[src/serial_int_ack_n_defines.svh]
// Timing counts and reset values for the acknowledge sequencer and its link
`ifndef SERIAL_INT_ACK_N_DEFINES_SVH
`define SERIAL_INT_ACK_N_DEFINES_SVH

`define CLK_PERIOD_NS       40
`define AUTO_WAIT_STATES    2
`define ADDED_WAIT_STATES   3
`define TOTAL_WAIT_STATES   5
`define RX_REQ_MIN_CYC      4'h8
`define RX_REQ_MAX_CYC      4'hC
`define TX_REQ_MIN_CYC      4'h5
`define TX_REQ_MAX_CYC      4'h8
`define MODEM_INT_MIN_CYC   4'h2
`define MODEM_INT_MAX_CYC   4'h6
`define RECOVERY_CYC        4'h4
`define CHAIN_PROP_CYC      2'h1
`define STROBE_IDLE         1'h1

`endif

[src/serial_int_ack_n_pkg.sv]
// Types shared by both ends of the acknowledge link
package serial_int_ack_n_pkg;

    typedef enum logic [3:0] {
        ST_IDLE,
        ST_T1,
        ST_T2,
        ST_TWA1,
        ST_TWA2,
        ST_TW3,
        ST_TW4,
        ST_TW5,
        ST_T3
    } ack_state_t;

endpackage

[src/serial_int_ack_n_link_if.sv]
// Link between the sequencer and the external chained peripheral and bus master
`timescale 1ns/1ps
interface serial_int_ack_n_link_if (
    input wire logic clk,
    input wire logic rst_b
);
    logic io_request_n;
    logic opcode_fetch_cycle_n;
    logic priority_in;
    logic wait_request_n;
    logic int_request_n;
    logic ext_access_n;

    modport device (
        input  clk,
        input  rst_b,
        output io_request_n,
        output opcode_fetch_cycle_n,
        input  priority_in,
        output wait_request_n,
        output int_request_n,
        input  ext_access_n
    );

    modport other (
        input  clk,
        input  rst_b,
        input  io_request_n,
        input  opcode_fetch_cycle_n,
        output priority_in,
        input  wait_request_n,
        input  int_request_n,
        output ext_access_n
    );
endinterface

[src/serial_int_ack_n_daisy_chain_sequencer.sv]
// Interrupt acknowledge sequencer, internal strobes and event latency timers
//
// Summary of operation
// - Acknowledge cycle carries five wait states total
// - Serial acknowledge strobe asserted at T1
// - Serial read strobe asserted at fourth wait
// - Timer I/O request asserted with serial read
// - External I/O request asserted at first auto wait
// - External chained peripherals sit at higher priority
// - External priority propagation under two clocks
// - Lower-priority external peripheral needs delayed request
// - Four clocks recovery between serial controller accesses
// - Receive clock to request within 8..12 clocks
// - Transmit clock to request within 5..8 clocks
// - Modem change to interrupt within 2..6 clocks
`timescale 1ns/1ps
`include "serial_int_ack_n_defines.svh"
module serial_int_ack_n_daisy_chain_sequencer (
    // Clock and reset
    input  wire logic  clk,
    input  wire logic  rst_b,
    // Link
    serial_int_ack_n_link_if.device link,
    // Core side
    input  wire logic  serial_int_ack_n_start,
    output logic       core_wait,
    output logic       own_vector_claim,
    input  wire logic  own_int_pending,
    // Internal strobes
    output logic       serial_int_ack_n,
    output logic       serial_read_n,
    output logic       counter_timer_io_request_n,
    // Serial controller events
    input  wire logic  receive_clock,
    input  wire logic  transmit_clock,
    input  wire logic  rx_request,
    input  wire logic  tx_request,
    input  wire logic  carrier_detect_n,
    input  wire logic  clear_to_send_n,
    input  wire logic  modem_int_clear,
    // Bus master access watch
    output logic       recovery_violation
);
    import serial_int_ack_n_pkg::*;

    ack_state_t state;
    ack_state_t next_state;
    logic       rx_prev;
    logic       tx_prev;
    logic       dcd_prev;
    logic       cts_prev;
    logic [3:0] rx_cnt;
    logic [3:0] tx_cnt;
    logic [3:0] modem_cnt;
    logic       rx_held;
    logic       tx_held;
    logic [3:0] access_gap;
    logic       access_prev_n;
    logic       rx_edge;
    logic       tx_edge;
    logic       modem_edge;

    // Bus state walk; the added waits cover serial and timer settle time
    always_comb begin
        next_state = state;
        case (state)
            ST_IDLE: if (serial_int_ack_n_start) next_state = ST_T1;
            ST_T1:   next_state = ST_T2;
            ST_T2:   next_state = ST_TWA1;
            ST_TWA1: next_state = ST_TWA2;
            ST_TWA2: next_state = ST_TW3;
            ST_TW3:  next_state = ST_TW4;
            ST_TW4:  next_state = ST_TW5;
            ST_TW5:  next_state = ST_T3;
            ST_T3:   next_state = ST_IDLE;
            default: next_state = ST_IDLE;
        endcase
    end

    always_ff @(posedge clk or negedge rst_b) begin
        if (!rst_b) begin
            state <= ST_IDLE;
        end else begin
            state <= next_state;
        end
    end

    // Strobes follow next state so that each output stays a plain flop
    always_ff @(posedge clk or negedge rst_b) begin
        if (!rst_b) begin
            link.opcode_fetch_cycle_n  <= `STROBE_IDLE;
            serial_int_ack_n           <= `STROBE_IDLE;
            link.io_request_n          <= `STROBE_IDLE;
            serial_read_n              <= `STROBE_IDLE;
            counter_timer_io_request_n <= `STROBE_IDLE;
            core_wait                  <= 1'h0;
        end else begin
            link.opcode_fetch_cycle_n  <= (next_state == ST_IDLE);
            serial_int_ack_n           <= (next_state == ST_IDLE);
            link.io_request_n          <= !(next_state inside {ST_TWA1, ST_TWA2, ST_TW3,
                                                               ST_TW4, ST_TW5, ST_T3});
            serial_read_n              <= !(next_state inside {ST_TW4, ST_TW5, ST_T3});
            counter_timer_io_request_n <= !(next_state inside {ST_TW4, ST_TW5, ST_T3});
            core_wait                  <= (next_state inside {ST_TW3, ST_TW4, ST_TW5});
        end
    end

    // Chain settles by fourth wait; external parts ahead of us gate priority_in
    always_ff @(posedge clk or negedge rst_b) begin
        if (!rst_b) begin
            own_vector_claim <= 1'h0;
        end else if (next_state == ST_TW4) begin
            own_vector_claim <= link.priority_in && own_int_pending;
        end else if (next_state == ST_IDLE) begin
            own_vector_claim <= 1'h0;
        end
    end

    // Edge history of the event inputs
    always_ff @(posedge clk or negedge rst_b) begin
        if (!rst_b) begin
            rx_prev  <= 1'h0;
            tx_prev  <= 1'h0;
            dcd_prev <= 1'h1;
            cts_prev <= 1'h1;
        end else begin
            rx_prev  <= receive_clock;
            tx_prev  <= transmit_clock;
            dcd_prev <= carrier_detect_n;
            cts_prev <= clear_to_send_n;
        end
    end

    assign rx_edge    = receive_clock != rx_prev;
    assign tx_edge    = transmit_clock != tx_prev;
    assign modem_edge = (carrier_detect_n != dcd_prev) || (clear_to_send_n != cts_prev);

    // Receive latency timer; a new edge restarts it, so rapid edges only delay
    always_ff @(posedge clk or negedge rst_b) begin
        if (!rst_b) begin
            rx_cnt  <= 4'h0;
            rx_held <= 1'h0;
        end else if (rx_edge) begin
            rx_cnt  <= `RX_REQ_MIN_CYC;
            rx_held <= rx_request;
        end else if (rx_cnt != 4'h0) begin
            rx_cnt <= rx_cnt - 4'h1;
        end
    end

    // Transmit latency timer
    always_ff @(posedge clk or negedge rst_b) begin
        if (!rst_b) begin
            tx_cnt  <= 4'h0;
            tx_held <= 1'h0;
        end else if (tx_edge) begin
            tx_cnt  <= `TX_REQ_MIN_CYC;
            tx_held <= tx_request;
        end else if (tx_cnt != 4'h0) begin
            tx_cnt <= tx_cnt - 4'h1;
        end
    end

    // Shared request pin takes whichever timer expires; receive wins a tie
    always_ff @(posedge clk or negedge rst_b) begin
        if (!rst_b) begin
            link.wait_request_n <= 1'h1;
        end else if (!rx_edge && rx_cnt == 4'h1) begin
            link.wait_request_n <= !rx_held;
        end else if (!tx_edge && tx_cnt == 4'h1) begin
            link.wait_request_n <= !tx_held;
        end
    end

    // Modem interrupt; a pending set beats a clear in the same cycle
    always_ff @(posedge clk or negedge rst_b) begin
        if (!rst_b) begin
            modem_cnt <= 4'h0;
        end else if (modem_edge) begin
            modem_cnt <= `MODEM_INT_MIN_CYC;
        end else if (modem_cnt != 4'h0) begin
            modem_cnt <= modem_cnt - 4'h1;
        end
    end

    always_ff @(posedge clk or negedge rst_b) begin
        if (!rst_b) begin
            link.int_request_n <= 1'h1;
        end else if (!modem_edge && modem_cnt == 4'h1) begin
            link.int_request_n <= 1'h0;
        end else if (modem_int_clear) begin
            link.int_request_n <= 1'h1;
        end
    end

    // Flags an external master that starts a serial access too soon
    always_ff @(posedge clk or negedge rst_b) begin
        if (!rst_b) begin
            access_prev_n      <= 1'h1;
            access_gap         <= `RECOVERY_CYC;
            recovery_violation <= 1'h0;
        end else begin
            access_prev_n <= link.ext_access_n;
            if (!link.ext_access_n) begin
                access_gap <= 4'h0;
            end else if (access_gap != `RECOVERY_CYC) begin
                access_gap <= access_gap + 4'h1;
            end
            if (!link.ext_access_n && access_prev_n && access_gap != `RECOVERY_CYC) begin
                recovery_violation <= 1'h1;
            end
        end
    end

endmodule

[src/flat_wrapper.sv]
// flat-port wrapper written by rule: the top's interface ports become plain ports
module serial_int_ack_n_daisy_chain_sequencer_flat import serial_int_ack_n_pkg::*;
  (clk, rst_b, serial_int_ack_n_start, core_wait, own_vector_claim, own_int_pending, serial_int_ack_n, serial_read_n, counter_timer_io_request_n, receive_clock, transmit_clock, rx_request, tx_request, carrier_detect_n, clear_to_send_n, modem_int_clear, recovery_violation, link_io_request_n, link_opcode_fetch_cycle_n, link_priority_in, link_wait_request_n, link_int_request_n, link_ext_access_n);
  serial_int_ack_n_link_if link_i (.clk(clk), .rst_b(rst_b));
  input  wire logic clk;
  input  wire logic rst_b;
  input  wire logic serial_int_ack_n_start;
  output logic core_wait;
  output logic own_vector_claim;
  input  wire logic own_int_pending;
  output logic serial_int_ack_n;
  output logic serial_read_n;
  output logic counter_timer_io_request_n;
  input  wire logic receive_clock;
  input  wire logic transmit_clock;
  input  wire logic rx_request;
  input  wire logic tx_request;
  input  wire logic carrier_detect_n;
  input  wire logic clear_to_send_n;
  input  wire logic modem_int_clear;
  output logic recovery_violation;
  output wire logic [$bits(link_i.io_request_n)-1:0] link_io_request_n;
  output wire logic [$bits(link_i.opcode_fetch_cycle_n)-1:0] link_opcode_fetch_cycle_n;
  input wire logic [$bits(link_i.priority_in)-1:0] link_priority_in;
  output wire logic [$bits(link_i.wait_request_n)-1:0] link_wait_request_n;
  output wire logic [$bits(link_i.int_request_n)-1:0] link_int_request_n;
  input wire logic [$bits(link_i.ext_access_n)-1:0] link_ext_access_n;
  assign link_io_request_n = link_i.io_request_n;
  assign link_opcode_fetch_cycle_n = link_i.opcode_fetch_cycle_n;
  assign link_i.priority_in = link_priority_in;
  assign link_wait_request_n = link_i.wait_request_n;
  assign link_int_request_n = link_i.int_request_n;
  assign link_i.ext_access_n = link_ext_access_n;
  serial_int_ack_n_daisy_chain_sequencer u_core (.clk(clk), .rst_b(rst_b), .link(link_i), .serial_int_ack_n_start(serial_int_ack_n_start), .core_wait(core_wait), .own_vector_claim(own_vector_claim), .own_int_pending(own_int_pending), .serial_int_ack_n(serial_int_ack_n), .serial_read_n(serial_read_n), .counter_timer_io_request_n(counter_timer_io_request_n), .receive_clock(receive_clock), .transmit_clock(transmit_clock), .rx_request(rx_request), .tx_request(tx_request), .carrier_detect_n(carrier_detect_n), .clear_to_send_n(clear_to_send_n), .modem_int_clear(modem_int_clear), .recovery_violation(recovery_violation));
endmodule
[config.mk]
export PLATFORM = sky130hd
export DESIGN_NAME = serial_int_ack_n_daisy_chain_sequencer_flat
export DESIGN_NICKNAME = d
export VERILOG_FILES = /design/src/serial_int_ack_n_pkg.sv /design/src/serial_int_ack_n_link_if.sv /design/src/serial_int_ack_n_daisy_chain_sequencer.sv /design/src/flat_wrapper.sv
export VERILOG_INCLUDE_DIRS = /design/src
export SDC_FILE = /design/constraint.sdc
export NUM_CORES = 1
export LEC_CHECK = 0
export ABC_CLOCK_PERIOD_IN_PS = 2000
export CORE_MARGIN = 3
export CORE_UTILIZATION = 24
export CTS_CLUSTER_DIAMETER = 100
export DETAILED_ROUTE_END_ITERATION = 7
export DONT_BUFFER_PORTS = 1
export PLACE_DENSITY = 0.46
export SYNTH_ARGS = -nofsm -noshare
export SYNTH_HDL_FRONTEND = slang
export SYNTH_SLANG_ARGS = --single-unit
export TNS_END_PERCENT = 30
[constraint.sdc]
create_clock -name clk -period 2 [get_ports clk]
set_input_delay 0.1 -clock clk [delete_from_list [all_inputs] [get_ports clk]]
set_output_delay 0.1 -clock clk [all_outputs]
set_load 0.05 [all_outputs]
==> summary.md, run 1 <==
| Metric | Value |
|---|---|
| Outcome | `completed` |
| Multi-input combinational cell area | `719 um2` |
| M2 GR Usage | `13.0%` |
| 1st-pass router iterations | `4` |
| Hold Fails Final Rpt | `0` |
| Synthesized flop and latch total | `35` |
| Root buf cell | `clkbuf_8` |
| Cells after synthesis | `150` |
| Post-Synth Adder-Cell Area | `7.46%` |
| Hold-fix buffers, CTS | `13` |
| NumNets Final | `189` |
| Sequential area share after synthesis | `52.9%` |
| Crit path largest cell delay | `0.43 ns` |
| Max Slew Vio Count | `0` |
| Number of synthesized flops with an enable pin | `0` |
| Max_cap viols | `0` |
| Setup TNS | `0 ns` |
| Antenna cell count | `0` |
| Share of cells above drive strength 1 | `15.0%` |
| CTS max path bufs | `2` |
| Synth warnings | `0` |
| Postcts setup bufs | `0` |
| Pin count of the biggest net entering global routing | `36` |
| Register area | `887 um2` |
| Post-synthesis compound-gate area fraction | `9.10%` |
| Mapped Nets | `173` |
| First-pass GRT wire length | `5.20 mm` |
| Worst VDD drop | `0.588 mV` |
| Vias | `1068` |
| Critical path endpoint category | `flip-flop` |
| Met1 Use GR | `11.1%` |
| Slowest cell on the critical path | `dfrtp_1` |
| Worst R2R Setup Slack | `0.55 ns` |
| Lkg Pwr | `0.000856 uW` |
| Synth Area in XOR/XNOR | `6.27%` |
| Final setup viols | `0` |
| Post-Synth Simple-Gate Area | `17.1%` |
| Final period utilization | `72.7%` |
| Total global-route track usage | `8.60%` |
| Final instance area | `2000 um2` |
| RR Endpoint | `u_core.tx_cnt[0]` |
| Syn Std Cell Area | `1680 um2` |
| Post-synthesis async set-or-reset flop share | `100%` |
| Worst slew pin tran | `0.518 ns` |
| Hold Path Class | `primary input to flip-flop` |
| Clock Pin Slew Worst Setup and Hold Paths | `0.09 ns` |
| Die Ht | `89.6 um` |
| Reg2reg start | `u_core.tx_cnt[0]` |
| Crit path kind | `flip-flop to flip-flop` |
| Vias in the first global route | `1077` |
| Initial Utilization | `25.5%` |
| Fin Hold WS | `0.0205 ns` |
| Fillers | `669` |
| Grt met3 use | `3.10%` |
| Initial antenna violation count | `0` |
| PwrDens | `1290 nW/um2` |
| Crit path cell chain | `inv_1, ha_1, or3b_4, xnor2_1, nand2_1` |
| Vias per cell | `4.11` |
| P&R area growth vs syn | `19.4%` |
| Worst reg2reg path depth | `5` |
| Post-synthesis mux area share | `2.99%` |
| Crit path arrival time | `1.62 ns` |
| Distinct cells, synth | `33` |
| Area after DPL | `1770 um2` |
| Site Rows | `29` |
| GP Congestion | `0.780` |
| Drt wl/cell | `11.9 um` |
| GR peak layer | `met2` |
| Worst Hold Endpoint | `u_core.state[0]` |
| HP Start | `serial_int_ack_n_start` |
| Clk sinks | `35` |
| Tmin final | `1.45 ns` |
| Post-CTS Resized | `0` |
| Die area | `8020 um2` |
| HPWL after detailed placement | `2.23 mm` |
| Startpoint types | `flip-flop` |
| RSZ-0062 raised after global routing | `false` |
| Width of the die | `89.6 um` |
| Syn Area/Cell | `11.2 um2` |
| Max Clock Freq | `688 MHz` |
| I/O pin cnt | `23` |
| Grt total ovfl | `0` |
| Core box area | `6570 um2` |
| H-tree depth | `2` |
| Final WL | `3.08 mm` |
| Max-slew headroom at the worst pin | `65.5%` |
| DRC | `0` |
| Layout Utilization | `30.5%` |
| Iter 0 DRT Violations | `42` |
| CP Max Fanout | `4` |
| Post-DRT Antenna Nets | `0` |
| I/O Buffers | `0` |
| Ys flop type | `dfrtp_1` |
| CTS tree | `built` |
| Clk_lat worst skew | `0.29 ns` |
| CTS buffer count | `5` |
| Worst Path Required | `2.16 ns` |
| WHS Path Cells | `2` |
| Post-Route Skew | `0.00987 ns` |
| Largest family of logic cells by synthesized area | `simple AND/OR/NAND/NOR gates` |
routing by layer:
metal	share of wire (%)	wire, um
met1	47	1450
met2	47	1460
met3	5.0	155
met4	0.68	21
met5	0	0
placed cells by master, fill, tap and decap left out, types with 2 or more instances in the layout:
cell type and instances:
clkbuf_8 5, inv_1 12, xnor2_1 7, dfrtp_1 26
a21oi_1 3, ha_1 10, xor2_1 5, nor2_1 17
mux2i_1 5, nand2b_1 5, dfstp_2 9, a211o_1 2
dlygate4sd3_1 12, nand3_1 2, o21ai_0 2, nand2_1 12
a31oi_1 3, a211oi_2 2, nand3b_1 3, nor3_1 7
or3b_4 2, clkinv_4 2
where the power goes:
group | total, uW | switching [uW] | leakage [uW] | internal (uW)
sequential | 1420 | 486 | 0.000413 | 930
clock | 529 | 280 | 0.0000443 | 249
combinational | 631 | 306 | 0.000399 | 326
cell type report:
class                           instances  area share (%)
Clock buffer                            5            3.44
Tap cell                               93            5.81
Inverter                               12            2.25
Multi-Input combinational cell         99            35.9
Sequential cell                        35            44.3
Clock inverter                          3            1.25
Timing Repair Buffer                   13            7.00
critical path, delay by kind of cell (launching register included):
| kind | cells | cell delay [ns] |
|---|---|---|
| simple gates | 2 | 0.48 |
| flops | 1 | 0.43 |
| xor+xnor | 1 | 0.14 |
| fa+ha+maj | 1 | 0.19 |
| buf+inv | 1 | 0.10 |
worst max-delay path by stage:
stage	start	endpoint	slack (ns)	depth (start not counted)
3_5_place_dp	u_core.rx_cnt[0]	u_core.rx_cnt[0]	0.56	5
5_1_grt	u_core.tx_cnt[1]	u_core.tx_cnt[0]	0.43	5
2_1_floorplan	u_core.tx_cnt[0]	u_core.tx_cnt[0]	0.65	5
6_report	u_core.tx_cnt[0]	u_core.tx_cnt[0]	0.55	5
4_1_cts	u_core.tx_cnt[0]	u_core.tx_cnt[0]	0.54	5
3_3_place_gp	u_core.tx_cnt[0]	u_core.tx_cnt[0]	0.61	5
registers in the layout, summed over array words and instances (netlist names), 4 cells and up:
register           count
u_core.state           4
u_core.modem_cnt       4
u_core.rx_cnt          4
u_core.access_gap      4
u_core.tx_cnt          4
cell families after synthesis:
family                     after synthesis
DFF                                     35
adders and majority gates               10
xor gates and xnor gates                12
and+or+nand+nor                         54
buffers and inverters                   16
muxes                                    5
AOI/OAI and AO/OA                       18
synth_stat cells, drive strengths merged, types with 2 or more instances:
cell / number / share of area [%]
xnor2: 7 / 3.7
dfstp: 9 / 14
o41ai: 2 / 2.2
nand2: 12 / 2.7
buf: 4 / 1.5
nand3b: 3 / 1.3
mux2i: 5 / 3.0
o21ai: 2 / 0.60
nor3: 7 / 2.1
a211o: 2 / 1.0
or3b: 2 / 1.3
a31oi: 3 / 1.1
dfrtp: 26 / 39
xor2: 5 / 2.6
ha: 10 / 7.5
inv: 12 / 2.7
a211oi: 2 / 1.5
nand2b: 5 / 1.9
nor2: 17 / 3.8
nand3: 2 / 0.60
a21oi: 3 / 0.90
through the flow:
step                      setup slack, ns  cells  total power [uW]
after floorplan                     0.649    150              1910
after global placement              0.607    239              1970
after detailed placement            0.557    239              2030
after CTS                           0.536    260              2610
after global routing                0.427    260              2760
final                               0.546    260              2580
Power figures use the tool's default switching activity.
==> run 2: changes to the inputs <==
ABC_CLOCK_PERIOD_IN_PS = 1400   (was 2000)
clock period = 1.4 ns   (was 2 ns; I/O delays follow)
==> run 2 against run 1 <==
Sequential share of layout area decreased by 3.1 points. Total power up 62%. Combinational power increased by 100%. Register-to-register slack got worse by 0.52 ns. Wire length up 5.7%. Worst hold slack got worse by 0.022 ns. The run now ends with negative hold slack left. Clock power grew 82%. Via count increased by 5.7%. Utilization increased by 2.3 points. Critical path depth stayed put. First-iteration DRC count fell by 12%. Sequential power grew 35%.
==> summary.md, run 2 (same netlist as run 1, synthesis figures left out) <==
| Metric | Value |
|---|---|
| Critical path endpoint category | `flip-flop` |
| Antenna cell count | `0 (unchanged)` |
| Final setup viols | `0 (unchanged)` |
| Tmin final | `1.37 ns (-0.0797 ns)` |
| Clk sinks | `35 (unchanged)` |
| Final WL | `3.26 mm (+5.7%)` |
| Iter 0 DRT Violations | `37 (-12%)` |
| Hold Path Class | `primary input to flip-flop` |
| Crit path arrival time | `1.54 ns (-0.08 ns)` |
| Width of the die | `89.6 um (unchanged)` |
| Setup TNS | `0 ns (unchanged)` |
| I/O pin cnt | `23 (unchanged)` |
| Drt wl/cell | `12.1 um (+2.1%)` |
| Vias in the first global route | `1148 (+6.6%)` |
| Final instance area | `2150 um2 (+7.4%)` |
| Worst Path Required | `1.56 ns (-0.60 ns)` |
| DRC | `0 (unchanged)` |
| Total global-route track usage | `8.85% (+0.24 points)` |
| Die area | `8020 um2 (unchanged)` |
| Pin count of the biggest net entering global routing | `36 (unchanged)` |
| Worst VDD drop | `0.989 mV (+68%)` |
| Lkg Pwr | `0.000921 uW (+7.5%)` |
| CP Max Fanout | `3 (-1)` |
| RSZ-0062 raised after global routing | `true` |
| Initial antenna violation count | `0 (unchanged)` |
| GP Congestion | `0.777 (-0.27%)` |
| Max_cap viols | `0 (unchanged)` |
| Initial Utilization | `25.5% (unchanged)` |
| PwrDens | `1940 nW/um2 (+50%)` |
| Failing checks | `negative hold slack` |
| Most frequent cells in the layout | `dfrtp_1 (26), nor2_1 (16), nand2_1 (12), dlygate4sd3_1 (12)` |
| Site Rows | `29 (unchanged)` |
| P&R area growth vs syn | `28.3%` |
| HPWL after detailed placement | `2.30 mm (+3.3%)` |
| Vias per cell | `4.20 (+2.2%)` |
| Worst slew pin tran | `0.519 ns (+0.00114 ns)` |
| Clock Pin Slew Worst Setup and Hold Paths | `0.07 ns (-0.02 ns)` |
| Post-Route Skew | `0.00575 ns (-0.00412 ns)` |
| Max-slew headroom at the worst pin | `65.5% (-0.076 points)` |
| Die Ht | `89.6 um (unchanged)` |
| Most common cell after layout, fill and taps aside | `dfrtp_1` |
| Core box area | `6570 um2 (unchanged)` |
| Final cell count without fillers | `269 (+3.5%)` |
| Max Clock Freq | `727 MHz (+5.8%)` |
| CTS max path bufs | `2 (unchanged)` |
| Grt total ovfl | `0 (unchanged)` |
| Startpoint types | `flip-flop` |
| Final period utilization | `98.2% (+25 points)` |
| Vias | `1129 (+5.7%)` |
| Root buf cell | `clkbuf_8` |
| Fin Hold WS | `-0.00151 ns (-0.0220 ns)` |
| Crit path kind | `flip-flop to flip-flop` |
| I/O Buffers | `0 (unchanged)` |
| 1st-pass router iterations | `4 (unchanged)` |
| Max Slew Vio Count | `0 (unchanged)` |
| First-pass GRT wire length | `5.26 mm (+1.3%)` |
| CTS buffer count | `5 (unchanged)` |
| Outcome | `complete, but fails checks` |
| Placed cells | `246 (+2.9%)` |
| H-tree depth | `2 (unchanged)` |
| Share of cells above drive strength 1 | `26.7% (+12 points)` |
| NumNets Final | `198 (+4.8%)` |
| Post-DRT Antenna Nets | `0 (unchanged)` |
| Clk_lat worst skew | `0.29 ns (about the same)` |
| Area after DPL | `1820 um2 (+3.0%)` |
| Hold Fails Final Rpt | `1 (+1)` |
| CTS tree | `built` |
==> run 2: changes by cell type in the layout (fill, tap and decap cells not counted), sizes merged <==
cell,before,now
clkinv,2,1
clkbuf,5,6
bufinv,0,1
clkinvlp,1,0
buf,1,10
==> run 2: what timing repair did <==
item                                    in CTS  in global routing
hold endpoints to repair                    51                  2
gates resized for setup                      6                 10
hold buffers                                12                  1
buffers inserted                             1                  1
endpoints found under the setup margin       4                  6
cloned                                       0                  0
pin swaps                                    1                  0
==> run 2: stage by stage <==
step,setup WS [ns],total power (uW),util (%)
global placement,0.0601,2910,27.7
finish,0.0253,4160,32.7
global route,-0.0290,4430,32.7
detailed placement,-0.0370,3000,27.7
floorplan,0.0490,2730,-
CTS,-0.00154,4090,31.8
==> run 2: metal layers <==
metal	global-route usage [%]	routed length, um	up-vias
met2	14.1	1620	18
met4	5.01	63	0
met1	10.1	1410	552
met3	3.38	158	7
met5	0	0	-
li1	-	-	552
==> run 2: final timing paths <==
kind / cells after the start / from / slack, ns / endpoint
max: 5 / u_core.tx_cnt[1] / 0.03 / u_core.tx_cnt[0]
min: 3 / receive_clock / -0.002 / u_core.rx_held
max reg2reg: 5 / u_core.tx_cnt[1] / 0.03 / u_core.tx_cnt[0]
min reg2reg: 1 / u_core.recovery_violation / 0.47 / u_core.recovery_violation
max in group asynchronous: 2 / rst_b / 0.91 / u_core.access_prev_n
min in group asynchronous: 2 / rst_b / 0.23 / u_core.rx_prev
==> run 2: cell type report <==
| cell class | count | area (um2) |
|---|---|---|
| fillers | 664 | 4420 |
| flip-flops and latches | 35 | 887 |
| clock inverters | 2 | 35.0 |
| repair buffers | 22 | 208 |
| clock buffers | 6 | 82.6 |
| well taps | 93 | 116 |
| inverters | 12 | 45.0 |
| multi-input cells | 99 | 777 |
==> run 2: critical path: stages, from the launching register on <==
cell     delay (ns)
dfrtp_1        0.40
inv_2          0.09
ha_4           0.14
or3b_4         0.40
xnor2_1        0.15
nand2_1        0.07
==> run 2: report_power, final <==
part	internal [uW]	leakage (uW)	switching, uW
registers	1330	0.000413	595
logic	651	0.000446	627
clock network	576	0.0000612	386
